$ cat src/csou_pkg.sv
package csou_pkg;

  // ----------------------------------------------------------------
  // opcode groups (octal groups written in hex, low three bits free)
  // ----------------------------------------------------------------
  localparam logic [15:0] OPC_MASK      = 16'hFFF8;
  localparam logic [15:0] OPC_LOAD2     = 16'h7C10;
  localparam logic [15:0] OPC_MOVE      = 16'h7C18;
  localparam logic [15:0] OPC_SEARCH    = 16'h7C20;
  localparam logic [15:0] OPC_NUMERIC   = 16'h7C28;
  localparam logic [15:0] OPC_LOAD3     = 16'h7C30;
  localparam logic [15:0] OPC_PACKED    = 16'h7C38;
  localparam logic [15:0] OPC_MOVE_I    = 16'h7C58;
  localparam logic [15:0] OPC_SEARCH_I  = 16'h7C60;
  localparam logic [15:0] OPC_NUMERIC_I = 16'h7C68;
  localparam logic [15:0] OPC_PACKED_I  = 16'h7C78;
  localparam int          INLINE_BIT    = 6;

  // ----------------------------------------------------------------
  // addressing and operand layout
  // ----------------------------------------------------------------
  localparam logic [15:0] WORD_STEP     = 16'h0002;
  localparam logic [15:0] ONE           = 16'h0001;
  localparam logic [15:0] ZERO_WORD     = 16'h0000;
  localparam logic [7:0]  ZERO_BYTE     = 8'h00;
  localparam int          NUM_DESC      = 3;
  localparam logic [1:0]  K_DESC        = 2'h0;
  localparam logic [1:0]  K_CHAR        = 2'h1;
  localparam logic [1:0]  K_SET         = 2'h2;

  typedef enum logic [2:0] {
    CSOU_GRP_NONE    = 3'h0,
    CSOU_GRP_LOAD2   = 3'h1,
    CSOU_GRP_MOVE    = 3'h2,
    CSOU_GRP_SEARCH  = 3'h3,
    CSOU_GRP_NUMERIC = 3'h4,
    CSOU_GRP_LOAD3   = 3'h5,
    CSOU_GRP_PACKED  = 3'h6
  } csou_grp_e;

  typedef enum logic [5:0] {
    ST_IDLE = 6'h01,
    ST_PTR  = 6'h02,
    ST_DLEN = 6'h04,
    ST_DADR = 6'h08,
    ST_MEMB = 6'h10,
    ST_DONE = 6'h20
  } csou_state_e;

  typedef struct packed {
    logic [15:0] len;
    logic [15:0] adr;
  } csou_desc_s;

  typedef struct packed {
    logic [15:0] mask_word;
    logic [15:0] adr;
  } csou_cset_s;

  typedef struct packed {
    logic [15:0] r0;
    logic [15:0] r1;
    logic [15:0] r2;
    logic [15:0] r3;
    logic [15:0] r4;
    logic [15:0] r5;
  } csou_regs_s;

  typedef struct packed {
    csou_grp_e                   grp;
    logic                        inl;
    csou_desc_s [NUM_DESC-1:0]   opnd;
    logic [7:0]                  chr;
    csou_cset_s                  cset;
  } csou_result_s;

endpackage

$ cat src/csou_top.sv
// Overview of operation
// RL1: decode register-form load2, move, search, numeric, load3, packed groups
// RL2: decode in-line move, search, numeric, packed groups separately
// RL3: register form uses general registers; in-line reads following words (register-form load2 and load3 take pointer words from the stream)
// RL4: register and in-line forms report the same generic group
// RL5: load-descriptor groups deliver two or three descriptors
// RL6: unpredictable results never spoil descriptor fetches
// RL7: user-mode accesses beyond the mapped limit are never issued
// RL8: such a fault is reported as a proper trap with its address
// RL9: a character's high byte must be zero; else unpredictable (register-form move does not flag R4's high byte)
// RL10: a string is addressed by its lowest byte, the most significant one
// RL11: string length is an unsigned 16-bit character count
// RL12: zero-length strings are vacant and their address is ignored
// RL13: in-line descriptors come from two words behind a pointer word
// RL14: a set descriptor holds a table address and an 8-bit mask
// RL15: member when table byte at base plus char ANDed with mask is nonzero
// RL16: first set descriptor word needs zero high byte; else unpredictable
// RL17: register form: R0-R1, R2-R3 strings, R4 char, R4-R5 set
// RL18: first descriptor word is length or mask, second is address
`timescale 1ns/1ps
module csou_top
  import csou_pkg::*;
(
  input  wire logic        clock,
  input  wire logic        reset,
  input  wire logic        start,
  input  wire logic [15:0] opcode,
  input  wire logic [15:0] pc,
  input  csou_regs_s       regs,
  input  wire logic        user_mode,
  input  wire logic [15:0] map_limit,
  output logic             mem_req,
  output logic      [15:0] mem_adr,
  input  wire logic [15:0] mem_rdata,
  input  wire logic        mem_ack,
  input  wire logic        chk_req,
  input  wire logic [7:0]  chk_char,
  output logic             busy,
  output logic             done,
  output csou_result_s     result,
  output logic [2:0]       vacant,
  output logic [15:0]      last_adr [NUM_DESC],
  output logic             unpredictable,
  output logic             trap,
  output logic      [15:0] trap_adr,
  output logic             member,
  output logic             member_valid
);

  // ----------------------------------------------------------------
  // decode and helpers
  // ----------------------------------------------------------------
  csou_state_e state;
  csou_state_e next_state;
  csou_grp_e   dec_grp;
  logic        dec_inl;
  logic        dec_known;
  logic [1:0]  dec_nslot;
  logic [5:0]  dec_kinds;
  logic [1:0]  nslot;
  logic [5:0]  kinds;
  logic [1:0]  slot;
  logic [1:0]  kind;
  logic [15:0] ptr;
  logic [15:0] tbl_adr;
  logic        issue;
  logic [15:0] issue_adr;
  logic        go_req;
  logic        fault;
  logic        illegal;
  logic        advance;
  logic        fetch_form;

  csou_decode u_decode (
    .opcode (opcode),
    .grp    (dec_grp),
    .inl    (dec_inl),
    .known  (dec_known),
    .nslot  (dec_nslot),
    .kinds  (dec_kinds)
  );

  csou_set_check u_set_check (
    .clock        (clock),
    .reset        (reset),
    .launch       (state == ST_IDLE && go_req && !start),
    .tbl_base     (result.cset.adr),
    .chr_in       (chk_char),
    .mask         (result.cset.mask_word[7:0]),
    .capture      (state == ST_MEMB && mem_ack),
    .rdata        (mem_rdata),
    .tbl_adr      (tbl_adr),
    .member       (member),
    .member_valid (member_valid)
  );

  // load groups always take pointer words from the stream
  assign fetch_form = dec_inl || dec_grp == CSOU_GRP_LOAD2
                      || dec_grp == CSOU_GRP_LOAD3;             // RL3 RL5
  assign kind       = kinds[2*slot +: 2];
  assign busy       = (state != ST_IDLE);
  assign done       = (state == ST_DONE);

  // ----------------------------------------------------------------
  // sequencing
  // ----------------------------------------------------------------
  always_comb
  begin
    next_state = state;
    issue      = 1'b0;
    issue_adr  = ZERO_WORD;
    advance    = 1'b0;
    illegal    = 1'b0;
    case (state)
      ST_IDLE:
      begin
        if (start && !dec_known)
          illegal = 1'b1;
        else if (start && fetch_form)
        begin
          issue      = 1'b1;                                   // RL3
          issue_adr  = pc + WORD_STEP;
          next_state = ST_PTR;
        end
        else if (start)
          next_state = ST_DONE;                                 // RL3
        else if (chk_req)
        begin
          issue      = 1'b1;
          issue_adr  = {tbl_adr[15:1], 1'b0};
          next_state = ST_MEMB;
        end
      end
      ST_PTR:
      begin
        if (mem_ack && kind == K_CHAR)
          advance = 1'b1;
        else if (mem_ack)
        begin
          issue      = 1'b1;                                   // RL13
          issue_adr  = {mem_rdata[15:1], 1'b0};
          next_state = ST_DLEN;
        end
      end
      ST_DLEN:
      begin
        if (mem_ack)
        begin
          issue      = 1'b1;                                   // RL6 RL13
          issue_adr  = ptr + WORD_STEP;
          next_state = ST_DADR;
        end
      end
      ST_DADR:
        advance = mem_ack;
      ST_MEMB:
        if (mem_ack)
          next_state = ST_IDLE;
      ST_DONE:
        next_state = ST_IDLE;
      default:
        next_state = ST_IDLE;
    endcase
    if (advance && slot == nslot - 2'h1)
      next_state = ST_DONE;
    else if (advance)
    begin
      issue      = 1'b1;
      issue_adr  = pc + WORD_STEP + {13'h0000, slot + 2'h1, 1'b0};
      next_state = ST_PTR;
    end
    // out-of-map user access: drop it, report a trap instead
    fault  = issue && user_mode && issue_adr > map_limit;      // RL7
    go_req = issue && !fault;
    if (fault)
      next_state = ST_IDLE;                                    // RL8
  end

  always_ff @(posedge clock or posedge reset)
  begin
    if (reset)
      state <= ST_IDLE;
    else
      state <= next_state;
  end

  always_ff @(posedge clock or posedge reset)
  begin
    if (reset)
    begin
      mem_req <= 1'b0;
      mem_adr <= ZERO_WORD;
    end
    else if (go_req)
    begin
      mem_req <= 1'b1;
      mem_adr <= issue_adr;
    end
    else if (mem_ack)
      mem_req <= 1'b0;
  end

  always_ff @(posedge clock or posedge reset)
  begin
    if (reset)
    begin
      trap     <= 1'b0;
      trap_adr <= ZERO_WORD;
    end
    else
    begin
      trap <= fault || illegal;                                // RL8
      if (fault)
        trap_adr <= issue_adr;
      else if (illegal)
        trap_adr <= pc;
    end
  end

  always_ff @(posedge clock or posedge reset)
  begin
    if (reset)
    begin
      slot  <= 2'h0;
      ptr   <= ZERO_WORD;
      nslot <= 2'h0;
      kinds <= 6'h00;
    end
    else
    begin
      if (state == ST_IDLE && start)
      begin
        slot  <= 2'h0;
        nslot <= dec_nslot;
        kinds <= dec_kinds;
      end
      else if (advance)
        slot <= slot + 2'h1;
      if (state == ST_PTR && mem_ack)
        ptr <= {mem_rdata[15:1], 1'b0};
    end
  end

  // ----------------------------------------------------------------
  // operand capture
  // ----------------------------------------------------------------
  always_ff @(posedge clock or posedge reset)
  begin
    if (reset)
      result <= '0;
    else if (state == ST_IDLE && start && dec_known)
    begin
      result.grp <= dec_grp;                                   // RL4
      result.inl <= dec_inl;
      if (!fetch_form)
      begin
        result.opnd[0] <= '{len: regs.r0, adr: regs.r1};       // RL17 RL18
        result.opnd[1] <= '{len: regs.r2, adr: regs.r3};       // RL17 RL18
        result.opnd[2] <= '0;
        result.chr     <= regs.r4[7:0];                        // RL17
        result.cset    <= '{mask_word: regs.r4, adr: regs.r5}; // RL14 RL17
      end
    end
    else if (mem_ack)
    begin
      if (state == ST_PTR && kind == K_CHAR)
        result.chr <= mem_rdata[7:0];                          // RL3
      else if (state == ST_DLEN && kind == K_SET)
        result.cset.mask_word <= mem_rdata;                    // RL14 RL18
      else if (state == ST_DLEN)
        result.opnd[slot].len <= mem_rdata;                    // RL11 RL18
      else if (state == ST_DADR && kind == K_SET)
        result.cset.adr <= mem_rdata;
      else if (state == ST_DADR)
        result.opnd[slot].adr <= mem_rdata;                    // RL5 RL18
    end
  end

  // flag nonzero character and mask high bytes, except R4 in register-form move; descriptors are still fetched as usual
  always_ff @(posedge clock or posedge reset)
  begin
    if (reset)
      unpredictable <= 1'b0;
    else if (state == ST_IDLE && start)
      unpredictable <= !fetch_form && dec_grp == CSOU_GRP_SEARCH
                       && regs.r4[15:8] != ZERO_BYTE;          // RL9 RL16
    else if (mem_ack && mem_rdata[15:8] != ZERO_BYTE
             && ((state == ST_PTR && kind == K_CHAR)
                 || (state == ST_DLEN && kind == K_SET)))
      unpredictable <= 1'b1;                                   // RL6 RL9 RL16
  end

  // per-descriptor vacancy and least significant character address
  genvar gi;
  generate
    for (gi = 0; gi < NUM_DESC; gi++)
    begin : g_desc
      assign vacant[gi]   = (result.opnd[gi].len == ZERO_WORD); // RL12
      // lowest byte holds the most significant character
      assign last_adr[gi] = vacant[gi] ? ZERO_WORD               // RL12
                          : result.opnd[gi].adr
                            + result.opnd[gi].len - ONE;       // RL10 RL11
    end
  endgenerate

  // ----------------------------------------------------------------
  // checks
  // ----------------------------------------------------------------
  property p_map_limit;
    @(posedge clock) disable iff (reset)
    mem_req && (!$past(mem_req) || $past(mem_ack)) && $past(user_mode)
    |-> mem_adr <= $past(map_limit);
  endproperty
  a_map_limit: assert property (p_map_limit) // RL7
    else $error("user access issued beyond mapped limit");

  property p_trap;
    @(posedge clock) disable iff (reset)
    fault |=> trap && trap_adr == $past(issue_adr) && state == ST_IDLE;
  endproperty
  a_trap: assert property (p_trap) // RL8
    else $error("fault not reported as trap");

  property p_reg_form;
    @(posedge clock) disable iff (reset)
    state == ST_IDLE && start && dec_known && !fetch_form
    |=> result.opnd[0].len == $past(regs.r0)
        && result.opnd[1].adr == $past(regs.r3)
        && result.cset.adr == $past(regs.r5) && done && !mem_req;
  endproperty
  a_reg_form: assert property (p_reg_form) // RL17
    else $error("register form operands not taken from registers");

  property p_inline_fetch;
    @(posedge clock) disable iff (reset)
    state == ST_IDLE && start && fetch_form && !fault
    |=> mem_req && mem_adr == $past(pc) + WORD_STEP;
  endproperty
  a_inline_fetch: assert property (p_inline_fetch) // RL3
    else $error("in-line form did not fetch the word after opcode");

  property p_load2;
    @(posedge clock) disable iff (reset)
    state == ST_IDLE && start && (opcode & OPC_MASK) == OPC_LOAD2
    |=> result.grp == CSOU_GRP_LOAD2 && nslot == 2'h2;
  endproperty
  a_load2: assert property (p_load2) // RL1
    else $error("load two descriptors group misdecoded");

  property p_inline_grp;
    @(posedge clock) disable iff (reset)
    state == ST_IDLE && start && (opcode & OPC_MASK) == OPC_PACKED_I
    |=> result.inl && result.grp == CSOU_GRP_PACKED;
  endproperty
  a_inline_grp: assert property (p_inline_grp) // RL2
    else $error("in-line packed group misdecoded");

  property p_desc_pair;
    @(posedge clock) disable iff (reset)
    state == ST_DLEN && mem_ack && !fault
    |=> mem_req && mem_adr == $past(ptr) + WORD_STEP;
  endproperty
  a_desc_pair: assert property (p_desc_pair) // RL13
    else $error("descriptor second word not fetched");

  property p_char_hi;
    @(posedge clock) disable iff (reset)
    state == ST_PTR && mem_ack && kind == K_CHAR
    && mem_rdata[15:8] != ZERO_BYTE |=> unpredictable;
  endproperty
  a_char_hi: assert property (p_char_hi) // RL9
    else $error("nonzero character high byte not flagged");

  c_reg_done: cover property (@(posedge clock)
    done && !result.inl && result.grp == CSOU_GRP_MOVE);
  c_inline_done: cover property (@(posedge clock)
    done && result.inl && result.grp == CSOU_GRP_SEARCH);
  c_trap: cover property (@(posedge clock) trap);
  c_unpred: cover property (@(posedge clock) done && unpredictable);

endmodule // csou_top

$ cat src/csou_decode.sv
`timescale 1ns/1ps
module csou_decode
  import csou_pkg::*;
(
  input  wire logic [15:0] opcode,
  output csou_grp_e        grp,
  output logic             inl,
  output logic             known,
  output logic [1:0]       nslot,
  output logic [5:0]       kinds
);

  logic [1:0] search_kind;

  // opcode bits 2:1 pick the second search operand: char, set or string
  always_comb
  begin
    case (opcode[2:1])
      2'h0:    search_kind = K_CHAR;
      2'h1:    search_kind = K_SET;
      default: search_kind = K_DESC;
    endcase
  end

  always_comb
  begin
    grp   = CSOU_GRP_NONE;
    nslot = 2'h0;
    kinds = {K_DESC, K_DESC, K_DESC};
    case (opcode & OPC_MASK)
      OPC_LOAD2:                          // RL1
      begin
        grp   = CSOU_GRP_LOAD2;
        nslot = 2'h2;
      end
      OPC_LOAD3:                          // RL1
      begin
        grp   = CSOU_GRP_LOAD3;
        nslot = 2'h3;
      end
      OPC_MOVE, OPC_MOVE_I:               // RL1 RL2
      begin
        grp   = CSOU_GRP_MOVE;
        nslot = 2'h3;
        kinds = {K_CHAR, K_DESC, K_DESC};
      end
      OPC_SEARCH, OPC_SEARCH_I:           // RL1 RL2
      begin
        grp   = CSOU_GRP_SEARCH;
        nslot = 2'h2;
        kinds = {K_DESC, search_kind, K_DESC};
      end
      OPC_NUMERIC, OPC_NUMERIC_I:         // RL1 RL2
      begin
        grp   = CSOU_GRP_NUMERIC;
        nslot = 2'h3;
      end
      OPC_PACKED, OPC_PACKED_I:           // RL1 RL2
      begin
        grp   = CSOU_GRP_PACKED;
        nslot = 2'h3;
      end
      default:
      begin
        grp   = CSOU_GRP_NONE;
      end
    endcase
  end

  assign known = (grp != CSOU_GRP_NONE);
  assign inl   = known && opcode[INLINE_BIT];   // RL2

endmodule // csou_decode

$ cat src/csou_set_check.sv
`timescale 1ns/1ps
module csou_set_check
  import csou_pkg::*;
(
  input  wire logic        clock,
  input  wire logic        reset,
  input  wire logic        launch,
  input  wire logic [15:0] tbl_base,
  input  wire logic [7:0]  chr_in,
  input  wire logic [7:0]  mask,
  input  wire logic        capture,
  input  wire logic [15:0] rdata,
  output logic      [15:0] tbl_adr,
  output logic             member,
  output logic             member_valid
);

  logic       sel_hi;
  logic [7:0] mask_q;
  logic [7:0] entry;

  // table byte sits at base plus character value
  assign tbl_adr = tbl_base + {ZERO_BYTE, chr_in};            // RL15
  assign entry   = sel_hi ? rdata[15:8] : rdata[7:0];

  always_ff @(posedge clock or posedge reset)
  begin
    if (reset)
    begin
      sel_hi <= 1'b0;
      mask_q <= ZERO_BYTE;
    end
    else if (launch)
    begin
      sel_hi <= tbl_adr[0];
      mask_q <= mask;                                         // RL14
    end
  end

  always_ff @(posedge clock or posedge reset)
  begin
    if (reset)
    begin
      member       <= 1'b0;
      member_valid <= 1'b0;
    end
    else
    begin
      member_valid <= capture;
      if (capture)
        member <= |(entry & mask_q);                          // RL15
    end
  end

  property p_member;
    @(posedge clock) disable iff (reset)
    capture |=> member_valid
                && (member == |($past(entry) & $past(mask)));
  endproperty
  a_member: assert property (p_member) // RL15
    else $error("membership result does not match table and mask");

  c_member: cover property (@(posedge clock) member_valid && member);

endmodule // csou_set_check

$ cat config.mk
export PLATFORM = sky130hd
export DESIGN_NAME = csou_top
export DESIGN_NICKNAME = d
export VERILOG_FILES = /design/src/csou_pkg.sv /design/src/csou_top.sv /design/src/csou_decode.sv /design/src/csou_set_check.sv
export SDC_FILE = /design/constraint.sdc
export NUM_CORES = 1
export LEC_CHECK = 0
export ABC_AREA = 1
export BUFFER_PORTS_ARGS = -buffer_cell sky130_fd_sc_hd__buf_4
export CAP_MARGIN = 25
export CORE_MARGIN = 1
export CORE_UTILIZATION = 40
export CTS_CLUSTER_SIZE = 25
export DETAILED_ROUTE_END_ITERATION = 6
export GPL_TIMING_DRIVEN = 1
export PLACE_DENSITY = 0.71
export RECOVER_POWER = 100
export SLEW_MARGIN = 20
export SYNTH_ARGS = -nofsm -noshare
export SYNTH_HDL_FRONTEND = slang
export SYNTH_SLANG_ARGS = --single-unit
$ cat constraint.sdc
create_clock -name clock -period 24.2 [get_ports clock]
set_clock_uncertainty 0.1 [all_clocks]
set_input_delay 6.05 -clock clock [delete_from_list [all_inputs] [get_ports clock]]
set_output_delay 6.05 -clock clock [all_outputs]
set_load 0.03 [all_outputs]
==> results.py <==
metrics = {
    "run_status": {
        "outcome": "finished, violations left",
        "violations": "max-capacitance violations, max-slew violations",
    },
    "setup_path": {
        "start_kind": "primary input",
        "cp_max_fo": 75,
        "crit_path_end_kind": "asynchronous set/reset pin",
        "slowest_delay_ns": 2.97,
        "cp.arrival_ns": 14.01,
        "required_ns": 23.86,
        "crit_type": "primary input to asynchronous set/reset pin",
        "path_cells": "clkbuf_4 > clkinvlp_2 > clkbuf_1 > clkbuf_1",
        "cp_common_cell": "clkbuf_1",
        "slowest_stage": "clkbuf_1",
    },
    "logic_synthesis": {
        "synth_nets": 2578,
        "synthCells": 2281,
        "synth-edff-count": 0,
        "synth_seq_cells": 214,
        "ys_seq_area_frac": 0.335,
        "yosysWarningCount": 0,
        "avgSynthCellArea_um2": 7.00,
        "syn-cell-area_um2": 16000,
        "ys.flop_type": "dfrtp_1",
        "async_reset_ff_frac": 1.00,
        "yosysUniqueCellTypes": 55,
    },
    "die": {
        "core_um2": 39000,
        "dieArea_um2": 40700,
        "initial_utilization": 0.409,
        "io_pins": 404,
        "dieHeight_um": 202,
        "dieWidth_um": 202,
        "rows": 72,
    },
    "clock_tree": {
        "clkLatencyLatePin_ns": 0.58,
        "ctsRootBufferMaster": "clkbuf_16",
        "cts_buffer_depth": 3,
        "clkTransAtPathRegs_ns": 0.06,
        "cts_buffers": 27,
        "tritoncts": "done",
        "cts_setup_buffers": 0,
        "post_cts_resized": 0,
        "ctsHoldBuffers": 0,
        "cts.sinks": 214,
        "h-tree-depth": 1,
    },
    "placement": {
        "place_area_um2": 19300,
        "place.gp.congestion": 0.931,
        "io_buffers": 402,
        "hpwl_um": 45500,
        "placed_cells_incl_taps": 3123,
    },
    "power": {
        "combPwrFrac": 0.315,
        "seq_power_share": 0.333,
        "leakage_nw": 10.2,
        "clkPwrFrac": 0.352,
        "ir_worst_vdd_uv": 57.5,
        "p_int_mw": 0.781,
        "p_sw_mw": 0.492,
        "powerDensity_nw_per_um2": 65.6,
        "switching_share": 0.386,
    },
    "sta": {
        "finalHoldViolations": 0,
        "finalCriticalPeriod_ns": 14.35,
        "max_freq_ghz": 0.0697,
        "rsz0062_at_grt": "false",
        "finalSetupTns_ns": 0,
        "slew_headroom": -1.99,
        "min_period_over_period": 0.593,
        "whs_ns": 0.374,
        "worst_pin_slew_ns": 4.49,
        "drv_slew": 327,
        "setup_viol": 0,
    },
    "drt": {
        "routed_wl_um": 60500,
        "drtPass1Iterations": 6,
        "avgViaCountPerCell": 5.40,
        "num_vias": 17200,
        "drc": 0,
        "wl_per_cell_um": 19.1,
        "drt_iter0_markers": 1339,
        "ant_nets": 0,
    },
    "cells_and_area": {
        "stdcell_count": 3178,
        "utilization": 0.498,
        "drive_gt1_frac": 0.0974,
        "layout_common_cells": "nand2_1, inv_1, clkbuf_1",
        "multi_input_area_um2": 8730,
        "nets": 2934,
        "seqCellArea_um2": 5360,
        "final_common_cell": "nand2_1",
        "syn_to_final_growth_pct": 21.6,
        "finalInstanceArea_um2": 19400,
        "nFillCells": 4136,
    },
    "global_routing": {
        "antenna_found_initial": 4,
        "grt_start_max_net_pins": 91,
        "grt_pass1_wl_um": 92900,
        "overflow": 0,
        "grtUsageTotal": 0.291,
        "grt_pass1_vias": 16400,
    },
    "job": {
        "drv_cap": 5,
    },
    "min_path": {
        "hold_path.class": "flop to flop",
    },
}
-- registers in the layout, indices dropped and copies added (netlist names), 2 cells and up --
name,flops
slot,2
nslot,2
mem_adr,16
ptr,15
result,140
trap_adr,16
state,6
kinds,3
u_set_check.mask_q,8
-- critical path, delay by kind of cell --
kind	cells	cell delay (ns)
buffers and inverters	4	7.83
-- layout make-up --
type / instances / area share
multi-input cells: 1597 / 0.449
flip-flops and latches: 214 / 0.276
repair buffers: 416 / 0.116
inverters: 381 / 0.0738
clock buffers: 36 / 0.0407
well taps: 518 / 0.0334
clock inverters: 14 / 0.0104
diodes: 2 / 0.000258
-- kinds of logic after synthesis --
kind of cell | count (synthesis) | share of synthesized area
multiplexers | 2 | 0.00141
buffers and inverters | 470 | 0.115
AND/OR/NAND/NOR | 999 | 0.265
XOR/XNOR | 14 | 0.00768
adder cells (fa/ha/maj) | 123 | 0.0987
AO/OA/AOI/OAI | 459 | 0.177
flip-flops | 214 | 0.335
-- final timing paths --
check,slack [ns],depth (start not counted),to,start
max,9.85,4,result[42],reset
min,0.37,2,u_set_check.mask_q[3],u_set_check.mask_q[3]
max reg2reg,16.69,8,result[34],state[3]
min reg2reg,0.37,2,u_set_check.mask_q[3],u_set_check.mask_q[3]
max in group clock,11.99,11,result[34],opcode[8]
min in group asynchronous,6.40,2,result[122],reset
-- power groups by stage --
stage,Clock (mW),Sequential (mW),Combinational (mW)
global placement,0,0.429,0.435
floorplan,0,0.480,0.219
global route,0.470,0.428,0.439
detailed placement,0,0.429,0.441
finish,0.448,0.424,0.401
CTS,0.456,0.424,0.443
-- synthesized netlist by cell type (all sizes together), types with 7 or more instances --
cell / instances / area [um^2]
a21oi: 150 / 751
a31oi: 19 / 119
a32o: 51 / 510
buf: 44 / 229
clkbuf: 45 / 170
dfrtp: 213 / 5330
ha: 118 / 1480
inv: 381 / 1430
nand2: 587 / 2240
nand3: 133 / 681
nand3b: 14 / 105
nand4: 33 / 219
nor2: 193 / 752
nor3: 24 / 125
o211ai: 13 / 97.6
o21a: 39 / 293
o21ai: 147 / 743
o21bai: 11 / 82.6
o31ai: 7 / 52.6
xor2: 8 / 70.1
-- layer usage --
layer,track usage,wire length (um)
met1,0.392,25900
met2,0.461,27200
met3,0.0568,5320
met4,0.107,2130
met5,0,0
-- per-stage QoR --
step / worst slack, ns / power (mW)
3_5_place_dp: 13.14 / 0.870
3_3_place_gp: 13.15 / 0.864
4_1_cts: 13.71 / 1.32
6_report: 9.85 / 1.27
5_1_grt: 8.21 / 1.34
2_1_floorplan: 12.20 / 0.700
Note: power is estimated with default switching activity, not from simulation.
